--- config.mk ---
export PLATFORM = sky130hd
export DESIGN_NAME = psu_top
export DESIGN_NICKNAME = d
export VERILOG_FILES = /design/src/rtl/psu_pkg.sv /design/src/rtl/psu_wprot.sv /design/src/rtl/psu_halt.sv /design/src/rtl/psu_top.sv
export VERILOG_INCLUDE_DIRS = /design/src /design/src/rtl
export SDC_FILE = /design/constraint.sdc
export NUM_CORES = 1
export LEC_CHECK = 0
export ABC_AREA = 1
export BUFFER_PORTS_ARGS = -buffer_cell sky130_fd_sc_hd__buf_2
export CAP_MARGIN = 20
export CORE_ASPECT_RATIO = 0.7
export CORE_MARGIN = 5
export CORE_UTILIZATION = 52
export DETAILED_ROUTE_END_ITERATION = 12
export GPL_TIMING_DRIVEN = 0
export PLACE_DENSITY = 0.95
export SYNTH_ARGS = -nofsm -noshare
export SYNTH_HDL_FRONTEND = slang
export SYNTH_SLANG_ARGS = --single-unit
export TNS_END_PERCENT = 50
--- constraint.sdc ---
create_clock -name clock -period 2.8 [get_ports clock]
set_input_delay 0 -clock clock [delete_from_list [all_inputs] [get_ports clock]]
set_output_delay 0 -clock clock [all_outputs]
set_load 0.005 [all_outputs]
--- src/rtl/psu_defs.svh ---
// constants of the power-save unlock and halt block
//
// Summary of operation
// - command store arms one power save write
// - command register takes byte writes only
// - command register reads and resets undefined
// - any eight-bit code arms the write
// - power save reads need no unlock
// - no interrupt acknowledge after command store
// - interrupt before stop request aborts stop
// - interrupt after stop request wakes stop
// - halt gates only the processor clock
// - halt instruction enters halt mode
// - halt keeps registers and RAM intact
// - NMI, unmasked interrupt or reset end halt
// - wake branches or continues per source, enable
// - lower priority wake in handler stays pending
// - higher priority wake in handler is acknowledged, maskable only if enabled
// - reset pin wake equals ordinary reset
// - stop bit requests stop, self-clears on exit
`ifndef PSU_DEFS_SVH
`define PSU_DEFS_SVH

// ----------------------------------------------------------------
// register map
// ----------------------------------------------------------------
`define PSU_ADDR_CMD     32'hFFFFF1FC
`define PSU_ADDR_PSC     32'hFFFFF1FE
`define PSU_PSC_RESET    8'h00
`define PSU_CMD_RDVAL    8'h00
`define PSU_PSC_WMASK    8'hF2

// ----------------------------------------------------------------
// power save control fields
// ----------------------------------------------------------------
`define PSU_BIT_NMI2M    7
`define PSU_BIT_NMI1M    6
`define PSU_BIT_NMI0M    5
`define PSU_BIT_INTM     4
`define PSU_BIT_STP      1

// ----------------------------------------------------------------
// access size codes and timing
// ----------------------------------------------------------------
`define PSU_SIZE_BYTE    2'h0
`define PSU_NOP_COUNT    3'h5

`endif

--- src/rtl/psu_pkg.sv ---
// types shared by the power-save unlock and halt block
package psu_pkg;

   typedef enum logic [1:0] {
      PSU_RUN   = 2'b00,
      PSU_COUNT = 2'b01,
      PSU_REQ   = 2'b10,
      PSU_STOP  = 2'b11
   } psu_stop_st_t;

   typedef struct packed {
      logic armed;
      logic boundary;
   } psu_wp_t;

   typedef struct packed {
      logic halted;
      logic wake;
   } psu_halt_t;

   // decides, at a wake, whether the waking request is acknowledged
   function automatic logic psu_wake_takes(
      input logic is_nmi,
      input logic int_enabled,
      input logic in_handler,
      input logic handler_nmi,
      input logic req_higher);
      logic take;
      take = 1'b0;
      if (is_nmi)
         take = !(in_handler && handler_nmi && !req_higher);
      else if (in_handler)
         take = req_higher && int_enabled;
      else
         take = int_enabled;
      return take;
   endfunction : psu_wake_takes

endpackage : psu_pkg

--- src/rtl/psu_wprot.sv ---
// write-protection gate for the power save control register
`timescale 1ns/1ps
`default_nettype none
module psu_wprot
   import psu_pkg::*;
(
   input  wire logic clock,
   input  wire logic rst_b,
   input  wire logic cmd_wr_byte,
   input  wire logic psc_wr,
   input  wire logic instr_retire,
   output logic      psc_wr_ok,
   output logic      irq_block
);

   psu_wp_t st_ff;
   psu_wp_t nxt_st;

   always_comb begin
      nxt_st = st_ff;
      if (cmd_wr_byte) begin
         nxt_st.armed    = 1'b1;
         nxt_st.boundary = 1'b1;
      end else begin
         if (psc_wr)
            nxt_st.armed = 1'b0;
         if (psc_wr || instr_retire)
            nxt_st.boundary = 1'b0;
      end
   end

   always_ff @(posedge clock or negedge rst_b) begin
      if (!rst_b)
         st_ff <= '0;
      else
         st_ff <= nxt_st;
   end

   // unarmed writes are silently dropped
   assign psc_wr_ok = psc_wr && st_ff.armed;
   assign irq_block = st_ff.boundary;

endmodule : psu_wprot
`default_nettype wire

--- src/rtl/psu_halt.sv ---
// halt mode holder: gates the processor clock until a wake
`timescale 1ns/1ps
`default_nettype none
module psu_halt
   import psu_pkg::*;
(
   input  wire logic clock,
   input  wire logic rst_b,
   input  wire logic halt_instr,
   input  wire logic wake_req,
   output logic      halted,
   output logic      wake_pulse
);

   psu_halt_t st_ff;
   psu_halt_t nxt_st;

   always_comb begin
      nxt_st      = st_ff;
      nxt_st.wake = 1'b0;
      if (st_ff.halted && wake_req) begin
         nxt_st.halted = 1'b0;
         nxt_st.wake   = 1'b1;
      end else if (!st_ff.halted && halt_instr) begin
         nxt_st.halted = 1'b1;
      end
   end

   // reset drops halt just like any other reset
   always_ff @(posedge clock or negedge rst_b) begin
      if (!rst_b)
         st_ff <= '0;
      else
         st_ff <= nxt_st;
   end

   assign halted     = st_ff.halted;
   assign wake_pulse = st_ff.wake;

endmodule : psu_halt
`default_nettype wire

--- src/rtl/psu_top.sv ---
// power-save unlock gate, soft stop sequencing and halt control
`timescale 1ns/1ps
`default_nettype none
`include "psu_defs.svh"
module psu_top
   import psu_pkg::*;
(
   input  wire logic        clock,
   input  wire logic        rst_b,
   // processor store/load port for the two registers
   input  wire logic        bus_wr,
   input  wire logic        bus_rd,
   input  wire logic [31:0] bus_addr,
   input  wire logic [1:0]  bus_size,
   input  wire logic [7:0]  bus_wdata,
   output logic      [7:0]  bus_rdata,
   output logic             bus_ack,
   // processor execution status
   input  wire logic        instr_retire,
   input  wire logic        halt_instr,
   input  wire logic        cpu_int_enabled,
   input  wire logic        in_handler,
   input  wire logic        handler_is_nmi,
   input  wire logic        req_is_higher,
   // interrupt requests
   input  wire logic [2:0]  nmi_pin,
   input  wire logic        int_req,
   // power state outputs
   output logic             cpu_clk_en,
   output logic             halted,
   output logic             stop_active,
   output logic             soft_stop_request_out,
   output logic             irq_ack_allow,
   output logic             wake_pulse,
   output logic             wake_ack,
   output logic             wake_resume_next
);

   // ----------------------------------------------------------------
   // state
   // ----------------------------------------------------------------
   typedef struct packed {
      logic [2:0]   nmi_s1;
      logic [2:0]   nmi_s2;
      logic [7:0]   power_save_control;
      logic [3:0]   stop_mask;
      psu_stop_st_t stop_st;
      logic [2:0]   nop_cnt;
      logic         stop_pend;
      logic         stop_wake;
      logic         wake_nmi_src;
      logic [7:0]   rdata;
      logic         ack;
      logic         w_ack;
      logic         w_next;
   } psu_top_t;

   psu_top_t st_ff;
   psu_top_t nxt_st;

   // ----------------------------------------------------------------
   // address decode
   // ----------------------------------------------------------------
   logic hit_cmd;
   logic hit_psc;
   logic cmd_wr_byte;
   logic psc_wr;
   logic psc_wr_ok;
   logic irq_block;
   logic halt_wake_req;
   logic halt_wake;
   logic halted_i;

   assign hit_cmd     = (bus_addr == `PSU_ADDR_CMD);
   assign hit_psc     = (bus_addr == `PSU_ADDR_PSC);
   // wider stores to the command register leave the gate untouched
   assign cmd_wr_byte = bus_wr && hit_cmd
                        && (bus_size == `PSU_SIZE_BYTE);
   assign psc_wr      = bus_wr && hit_psc;

   // ----------------------------------------------------------------
   // sub-blocks
   // ----------------------------------------------------------------
   psu_wprot u_wprot (
      .clock        (clock),
      .rst_b        (rst_b),
      .cmd_wr_byte  (cmd_wr_byte),
      .psc_wr       (psc_wr),
      .instr_retire (instr_retire),
      .psc_wr_ok    (psc_wr_ok),
      .irq_block    (irq_block)
   );

   psu_halt u_halt (
      .clock      (clock),
      .rst_b      (rst_b),
      .halt_instr (halt_instr),
      .wake_req   (halt_wake_req),
      .halted     (halted_i),
      .wake_pulse (halt_wake)
   );

   // ----------------------------------------------------------------
   // wake sources
   // ----------------------------------------------------------------
   logic       any_nmi;
   logic       stop_nmi;
   logic       stop_int;
   logic [2:0] nmi_open;

   // power save masks act only in soft stop; halt ignores them
   assign any_nmi = |st_ff.nmi_s2;
   assign nmi_open = st_ff.nmi_s2 & ~st_ff.stop_mask[3:1];
   assign stop_nmi = |nmi_open;
   assign stop_int = int_req && !st_ff.stop_mask[0];
   assign halt_wake_req = any_nmi || int_req;

   // ----------------------------------------------------------------
   // next state
   // ----------------------------------------------------------------
   always_comb begin
      nxt_st        = st_ff;
      nxt_st.nmi_s1 = nmi_pin;
      nxt_st.nmi_s2 = st_ff.nmi_s1;
      nxt_st.ack    = 1'b0;
      nxt_st.w_ack  = 1'b0;
      nxt_st.w_next = 1'b0;
      nxt_st.stop_wake = 1'b0;

      // register access, one-cycle answer
      if (bus_rd) begin
         nxt_st.ack = 1'b1;
         if (hit_psc)
            nxt_st.rdata = st_ff.power_save_control;
         else
            nxt_st.rdata = `PSU_CMD_RDVAL;
      end else if (bus_wr) begin
         nxt_st.ack = 1'b1;
      end

      // protected write; masks set together with the stop bit
      // take no effect, the previous ones stay in force
      if (psc_wr_ok) begin
         nxt_st.power_save_control = bus_wdata & `PSU_PSC_WMASK;
         if (bus_wdata[`PSU_BIT_STP] && !st_ff.power_save_control[`PSU_BIT_STP])
            nxt_st.stop_mask = {st_ff.power_save_control[`PSU_BIT_NMI2M],
                                st_ff.power_save_control[`PSU_BIT_NMI1M],
                                st_ff.power_save_control[`PSU_BIT_NMI0M],
                                st_ff.power_save_control[`PSU_BIT_INTM]};
         else
            nxt_st.stop_mask = {bus_wdata[`PSU_BIT_NMI2M],
                                bus_wdata[`PSU_BIT_NMI1M],
                                bus_wdata[`PSU_BIT_NMI0M],
                                bus_wdata[`PSU_BIT_INTM]};
      end

      // soft stop sequencer
      unique case (st_ff.stop_st)
         PSU_RUN: begin
            nxt_st.nop_cnt   = 3'h0;
            nxt_st.stop_pend = 1'b0;
            if (psc_wr_ok && bus_wdata[`PSU_BIT_STP])
               nxt_st.stop_st = PSU_COUNT;
         end
         PSU_COUNT: begin
            if (any_nmi || int_req) begin
               // served at once; stop is abandoned
               nxt_st.stop_st = PSU_RUN;
               nxt_st.power_save_control[`PSU_BIT_STP] = 1'b0;
            end else if (instr_retire) begin
               if (st_ff.nop_cnt == `PSU_NOP_COUNT - 3'h1)
                  nxt_st.stop_st = PSU_REQ;
               else
                  nxt_st.nop_cnt = st_ff.nop_cnt + 3'h1;
            end
         end
         PSU_REQ: begin
            // request already out: stop is entered regardless
            nxt_st.stop_st = PSU_STOP;
            if (stop_nmi || stop_int) begin
               nxt_st.stop_pend    = 1'b1;
               nxt_st.wake_nmi_src = stop_nmi;
            end
         end
         PSU_STOP: begin
            if (st_ff.stop_pend || stop_nmi || stop_int) begin
               nxt_st.stop_st = PSU_RUN;
               nxt_st.power_save_control[`PSU_BIT_STP] = 1'b0;
               nxt_st.stop_wake = 1'b1;
               if (!st_ff.stop_pend)
                  nxt_st.wake_nmi_src = stop_nmi;
            end
         end
      endcase

      // halt wake source is captured on the waking cycle
      if (halted_i && halt_wake_req)
         nxt_st.wake_nmi_src = any_nmi;

      // post-wake outcome for either mode
      if (halt_wake || st_ff.stop_wake) begin
         nxt_st.w_ack = psu_wake_takes(st_ff.wake_nmi_src,
                                       cpu_int_enabled,
                                       in_handler,
                                       handler_is_nmi,
                                       req_is_higher);
         nxt_st.w_next = !nxt_st.w_ack;
      end
   end

   // ----------------------------------------------------------------
   // registers
   // ----------------------------------------------------------------
   always_ff @(posedge clock or negedge rst_b) begin
      if (!rst_b) begin
         st_ff.nmi_s1       <= 3'h0;
         st_ff.nmi_s2       <= 3'h0;
         st_ff.power_save_control          <= `PSU_PSC_RESET;
         st_ff.stop_mask    <= 4'h0;
         st_ff.stop_st      <= PSU_RUN;
         st_ff.nop_cnt      <= 3'h0;
         st_ff.stop_pend    <= 1'b0;
         st_ff.stop_wake    <= 1'b0;
         st_ff.wake_nmi_src <= 1'b0;
         st_ff.rdata        <= 8'h00;
         st_ff.ack          <= 1'b0;
         st_ff.w_ack        <= 1'b0;
         st_ff.w_next       <= 1'b0;
      end else begin
         st_ff <= nxt_st;
      end
   end

   // ----------------------------------------------------------------
   // outputs
   // ----------------------------------------------------------------
   // only the processor clock is gated; state is simply held, so
   // registers and RAM keep their contents across halt
   assign cpu_clk_en  = !halted_i
                        && (st_ff.stop_st != PSU_STOP);
   assign halted      = halted_i;
   assign stop_active = (st_ff.stop_st == PSU_STOP);
   assign soft_stop_request_out = (st_ff.stop_st == PSU_REQ)
                                  || (st_ff.stop_st == PSU_STOP);
   // no acknowledge at the boundary after a command store, nor once
   // the stop request is out; the wake path decides then
   assign irq_ack_allow = !irq_block && !halted_i
                          && !soft_stop_request_out;
   assign bus_rdata        = st_ff.rdata;
   assign bus_ack          = st_ff.ack;
   assign wake_pulse       = halt_wake || st_ff.stop_wake;
   assign wake_ack         = st_ff.w_ack;
   assign wake_resume_next = st_ff.w_next;

endmodule : psu_top
`default_nettype wire

# --- Word level (Yosys, flattened, before mapping) ---
# Index checks and enable logic that the tools add are counted.
op_classes:
  n_addsub: 1
  n_eq_ne: 18
  n_mux: 35
  bitwise: 2
  n_reduce_logical: 44
ops:
  columns: ["op", "count"]
  rows:
  - ["32-bit equality test (second input constant)", 2]
  - ["1-bit 2-to-1 mux", 17]
  - ["1-bit logical AND", 15]
  - ["2-bit 2-to-1 mux", 7]
  - ["2-bit inequality test (second input constant)", 6]
  - ["4-bit AND reduction", 3]
  - ["2-bit nonzero test", 5]
  - ["3-bit inequality test (second input constant)", 3]
  - ["1-bit zero test", 8]
  - ["8-bit 2-to-1 mux", 1]
  - ["2-bit case mux with 4 select lines", 1]
  - ["1-bit logical OR", 7]
  - ["3-bit 2-to-1 mux", 2]
  - ["6-bit 2-to-1 mux", 1]
  - ["1-bit case mux with 2 select lines", 3]
  - ["3-bit case mux with 2 select lines", 1]
  - ["3-bit OR reduction", 2]
  - ["5-bit 2-to-1 mux", 1]
  - ["2-bit equality test (second input constant)", 2]
  - ["2-bit zero test", 2]
  - ["4-bit 2-to-1 mux", 1]
  - ["3-bit by 1-bit adder with 3-bit output (second input constant)", 1]
  - ["3-bit bitwise AND", 1]
  - ["3-bit equality test (second input constant)", 1]
  - ["7 further kinds", 7]
word_totals:
  reg_bits: 38
  inputBits: 56
  out_inout_bits: 17
  word_cells: 118

# --- Depth between registers and ports, before layout ---
logic_depth:
  ltp_word: 8
  mapped_depth: 11
  ltp_nobuf: 11

# --- Hierarchy ---
# From an unflattened synthesis, not the netlist that was laid out.
unflattened:
  cells_unflattened: 227
  hier_area_um2: 1804.2
by_module_without_submodules:
  columns: ["module", "instances", "cells_per_inst", "area_each_um2", "seq_area_each_um2"]
  rows:
  - ["psu_top", 1, 207, 1637.8, 775.7]
  - ["psu_wprot", 1, 11, 90.1, 50.0]
  - ["psu_halt", 1, 9, 76.3, 50.0]

# --- Least setup slack after synthesis ---
# Ideal clock, no wire load.
synth_path:
  path_type: "register -> register"
  from: "register st_ff[31] (netlist bit)"
  to: "register st_ff[16] (netlist bit)"
  setup_time_ps: 126
  arrival_ps: 1098
  required_ps: 2674
  setup_slack_ps: 1576
  path_stages_with_launch: 8
  n_path_buf: 0
  synth_period_minus_slack_ps: 1224
  path_cell_list: "dfrtp_1 nor3_1 nand2_1 inv_1 nand3_1 o21ai_2 and3_1 nor3_1"
synth_via:
  elab_chain_cells: 4
synth_lines:
  columns: ["item", "line", "text"]
  rows:
  - ["from (decl)", "psu_top.sv:58", "psu_top_t st_ff;"]
  - ["from (signal assigned)", "psu_top.sv:230", "st_ff <= nxt_st;"]
  - ["3-bit OR reduction", "psu_top.sv:112", "assign any_nmi = |st_ff.nmi_s2;"]
  - ["1-bit logical OR", "psu_top.sv:166", "if (any_nmi || int_req) begin"]
  - ["2-bit inequality test (no source line)", null, null]
  - ["4-bit AND reduction (no source line)", null, null]
# Every way passes these cells.
# A chain may end at the register's enable or synchronous reset.

==> flow_metrics.tcl <==
set metrics [dict create \
    status "finished clean" \
    fill_cells 267 \
    synth_top_cell_by_area "dfrtp_1" \
    die_area_mm2 0.00491 \
    worstPathRequired_ns 3.01 \
    finalNetCount 381 \
    ant_nets 0 \
    async_flop_share 1.00 \
    synth_cell_types 31 \
    rsz0062_at_grt "no" \
    relSlewSlack 0.506 \
    grt_use_total 0.211 \
    worstHoldPathType "input pin to flop" \
    crit_path_end_kind "flop" \
    path_common_cell "o21ai_0" \
    place_congestion 0.845 \
    syn_inst 236 \
    wl_per_cell_um 12.3 \
    grt_first_pass_wirelength_um 7820 \
    antenna_found_initial 0 \
    coreArea_mm2 0.00349 \
    slew_violations 0 \
    period_minus_slack_ns 1.45 \
    synth_edf_count 0 \
    pwr_density_cell_mw_per_mm2 498 \
    syn_to_final_growth_pct 34.1 \
    synth_common_cells "nand2_1 (56), inv_1 (42), dfrtp_1 (35), o21ai_0 (19), nor2_1 (16)" \
    die_y_um 60.2 \
    io_pins 73 \
    tightest_slew_ns 0.742 \
    finalSetupViolations 0 \
    die_w_um 81.7 \
    grt_max_degree 36 \
    ir_drop_v 0.000320 \
    power.leakage_nw 1.36 \
    ys.flop_type "dfrtp_1" \
    drive_gt1_frac 0.312 \
    drt_iter0_markers 83 \
    hold_violations 0 \
    std_cell_rows 18 \
    cts_max_level 2 \
    hpwl_um 3510 \
    grt_pass1_vias 1849 \
    syn_area_mm2 0.00187 \
    worstSetupPathType "flop to flop" \
    clkSinkCount 35 \
    crit_path_max_fanout 3 \
    start_util 0.535 \
    clockBufferDepth 2 \
    yosysTopAreaCellShare 0.469 \
    cpLargestDelayFamily "compound AO/OA/AOI/OAI gates" \
    cts_buffers 5 \
    yosysSeqAreaShare 0.469 \
    diodes 0 \
    postCtsSetupRepairBufs 0 \
    maxCapViolations 0 \
    clk_latency_ns 0.29 \
    postRouteWirelength_um 4610 \
    multi_input_area_um2 756 \
    fin_crit_sh 0.520 \
    yosys_warnings 0 \
    cp_slowest_cell "dfrtp_1" \
    yosysMostFrequentCell "nand2_1" \
    drc 0 \
    portBuffers 66 \
    dr.pass1.iters 4 \
    ys_ff_latch 35 \
    critical_path.startpoint_type "flop" \
    via_count 1836 \
    skew_ns 0.00412 \
    root_buffer "clkbuf_8" \
    critPathMaxStageDelay_ns 0.40 \
    fmax_ghz 0.687 \
    worstPathCellList "nand2_1 > o211ai_1 > nor2_1 > inv_1 > o21ai_0 > o21ai_0 > a21oi_1" \
    overflow 0 \
    syn_area_per_cell_um2 7.92 \
    clk_pin_slew_ns 0.07 \
    worst-path-buf-inv 1 \
    vias_per_cell 4.91 \
    arrival_ns 1.67 \
    synth_area_leaders "dfrtp_1 (47%), nand2_1 (11%), inv_1 (8.4%)" \
    tns_ns 0 \
    cts_tree "done" \
    final-seq-area_um2 876 \
    hold_slack_ns 0.0202 \
]
path summary, 6_finish.rpt:
kind                                      to  cells after the start  slack, ns          from
max in group asynchronous          st_ff[13]                      2       2.02         rst_b
min in group asynchronous       bus_rdata[4]                      2       0.31         rst_b
min                        u_wprot.irq_block                      4       0.02  instr_retire
max                                st_ff[24]                      7       1.35     st_ff[31]
max reg2reg                        st_ff[24]                      7       1.35     st_ff[31]
min reg2reg                        st_ff[32]                      0       0.35    nxt_st[32]
metrics by stage:
| stage | utilization | setup slack (ns) | instance area (µm²) | instances | total power, mW |
|---|---|---|---|---|---|
| floorplan | - | 1.58 | 1880 | 238 | 0.659 |
| global placement | 0.650 | 1.44 | 2270 | 354 | 0.761 |
| detailed placement | 0.650 | 1.38 | 2270 | 354 | 0.780 |
| CTS | 0.718 | 1.36 | 2510 | 374 | 1.26 |
| global route | 0.718 | 1.18 | 2510 | 374 | 1.31 |
| finish | 0.718 | 1.35 | 2510 | 374 | 1.25 |
power breakdown:
| part | total, mW | internal [mW] | switching (mW) | leakage [nW] |
|---|---|---|---|---|
| Sequential | 0.567 | 0.543 | 0.0240 | 0.438 |
| Clock | 0.467 | 0.288 | 0.179 | 0.0612 |
| Combinational | 0.216 | 0.102 | 0.114 | 0.858 |
| Total | 1.25 | 0.933 | 0.317 | 1.36 |
metal layers:
layer,share of wire,vias up,track usage
met5,0,-,0
li1,-,905,-
met2,0.50,70,0.364
met4,0.018,0,0.0806
met1,0.41,853,0.261
met3,0.073,8,0.0452
logic make-up after synthesis:
| group | Yosys count | synth area share |
|---|---|---|
| other cells | 1 | 0.00201 |
| simple gates | 110 | 0.281 |
| compound gates | 33 | 0.104 |
| fa+ha+maj | 2 | 0.0134 |
| flops | 35 | 0.469 |
| buf+inv | 55 | 0.131 |
worst reg2reg max path, delay by kind of cell, from the launching register on:
family	cells	cell delay (ns)
AO/OA/AOI/OAI	4	0.65
buffers and inverters	1	0.08
flip-flops	1	0.40
AND/OR/NAND/NOR	2	0.26
registers in the layout, summed over array words and instances, names as in the netlist, named ones only:
name,cells
u_wprot.st_ff,1
u_halt.wake_pulse,1
wake_ack,1
nxt_st,3
bus_ack,1
u_halt.halted,1
u_wprot.irq_block,1
st_ff,19
wake_resume_next,1
bus_rdata,5
placed cells by master (no fill, tap or decap), types with 2 or more instances in the layout:
master         instances
a21oi_1                4
buf_2                 67
buf_4                  8
clkbuf_1               2
clkbuf_8               6
conb_1                 3
dfrtp_1               35
dlygate4sd3_1         12
ha_1                   2
inv_1                 42
nand2_1               56
nand3_1               10
nand3b_1               3
nand4_1                7
nor2_1                16
nor2_2                 5
nor2_4                 2
nor3_1                 3
o211ai_1               2
o21a_1                 2
o21ai_0               19
o21ai_2                5
cell type report:
cell class	count	share of cell area
Tap cell	50	0.0250
Sequential cell	35	0.349
Clock inverter	2	0.0140
Inverter	43	0.0644
Timing Repair Buffer	78	0.180
Clock buffer	6	0.0329
Buffer	12	0.0334
Multi-Input combinational cell	148	0.301
what timing repair did:
item	in CTS	in global routing
endpoints found under the hold margin	45	0
hold buffers	12	0
resized for setup	0	0
(Power assumes the default switching activity.)
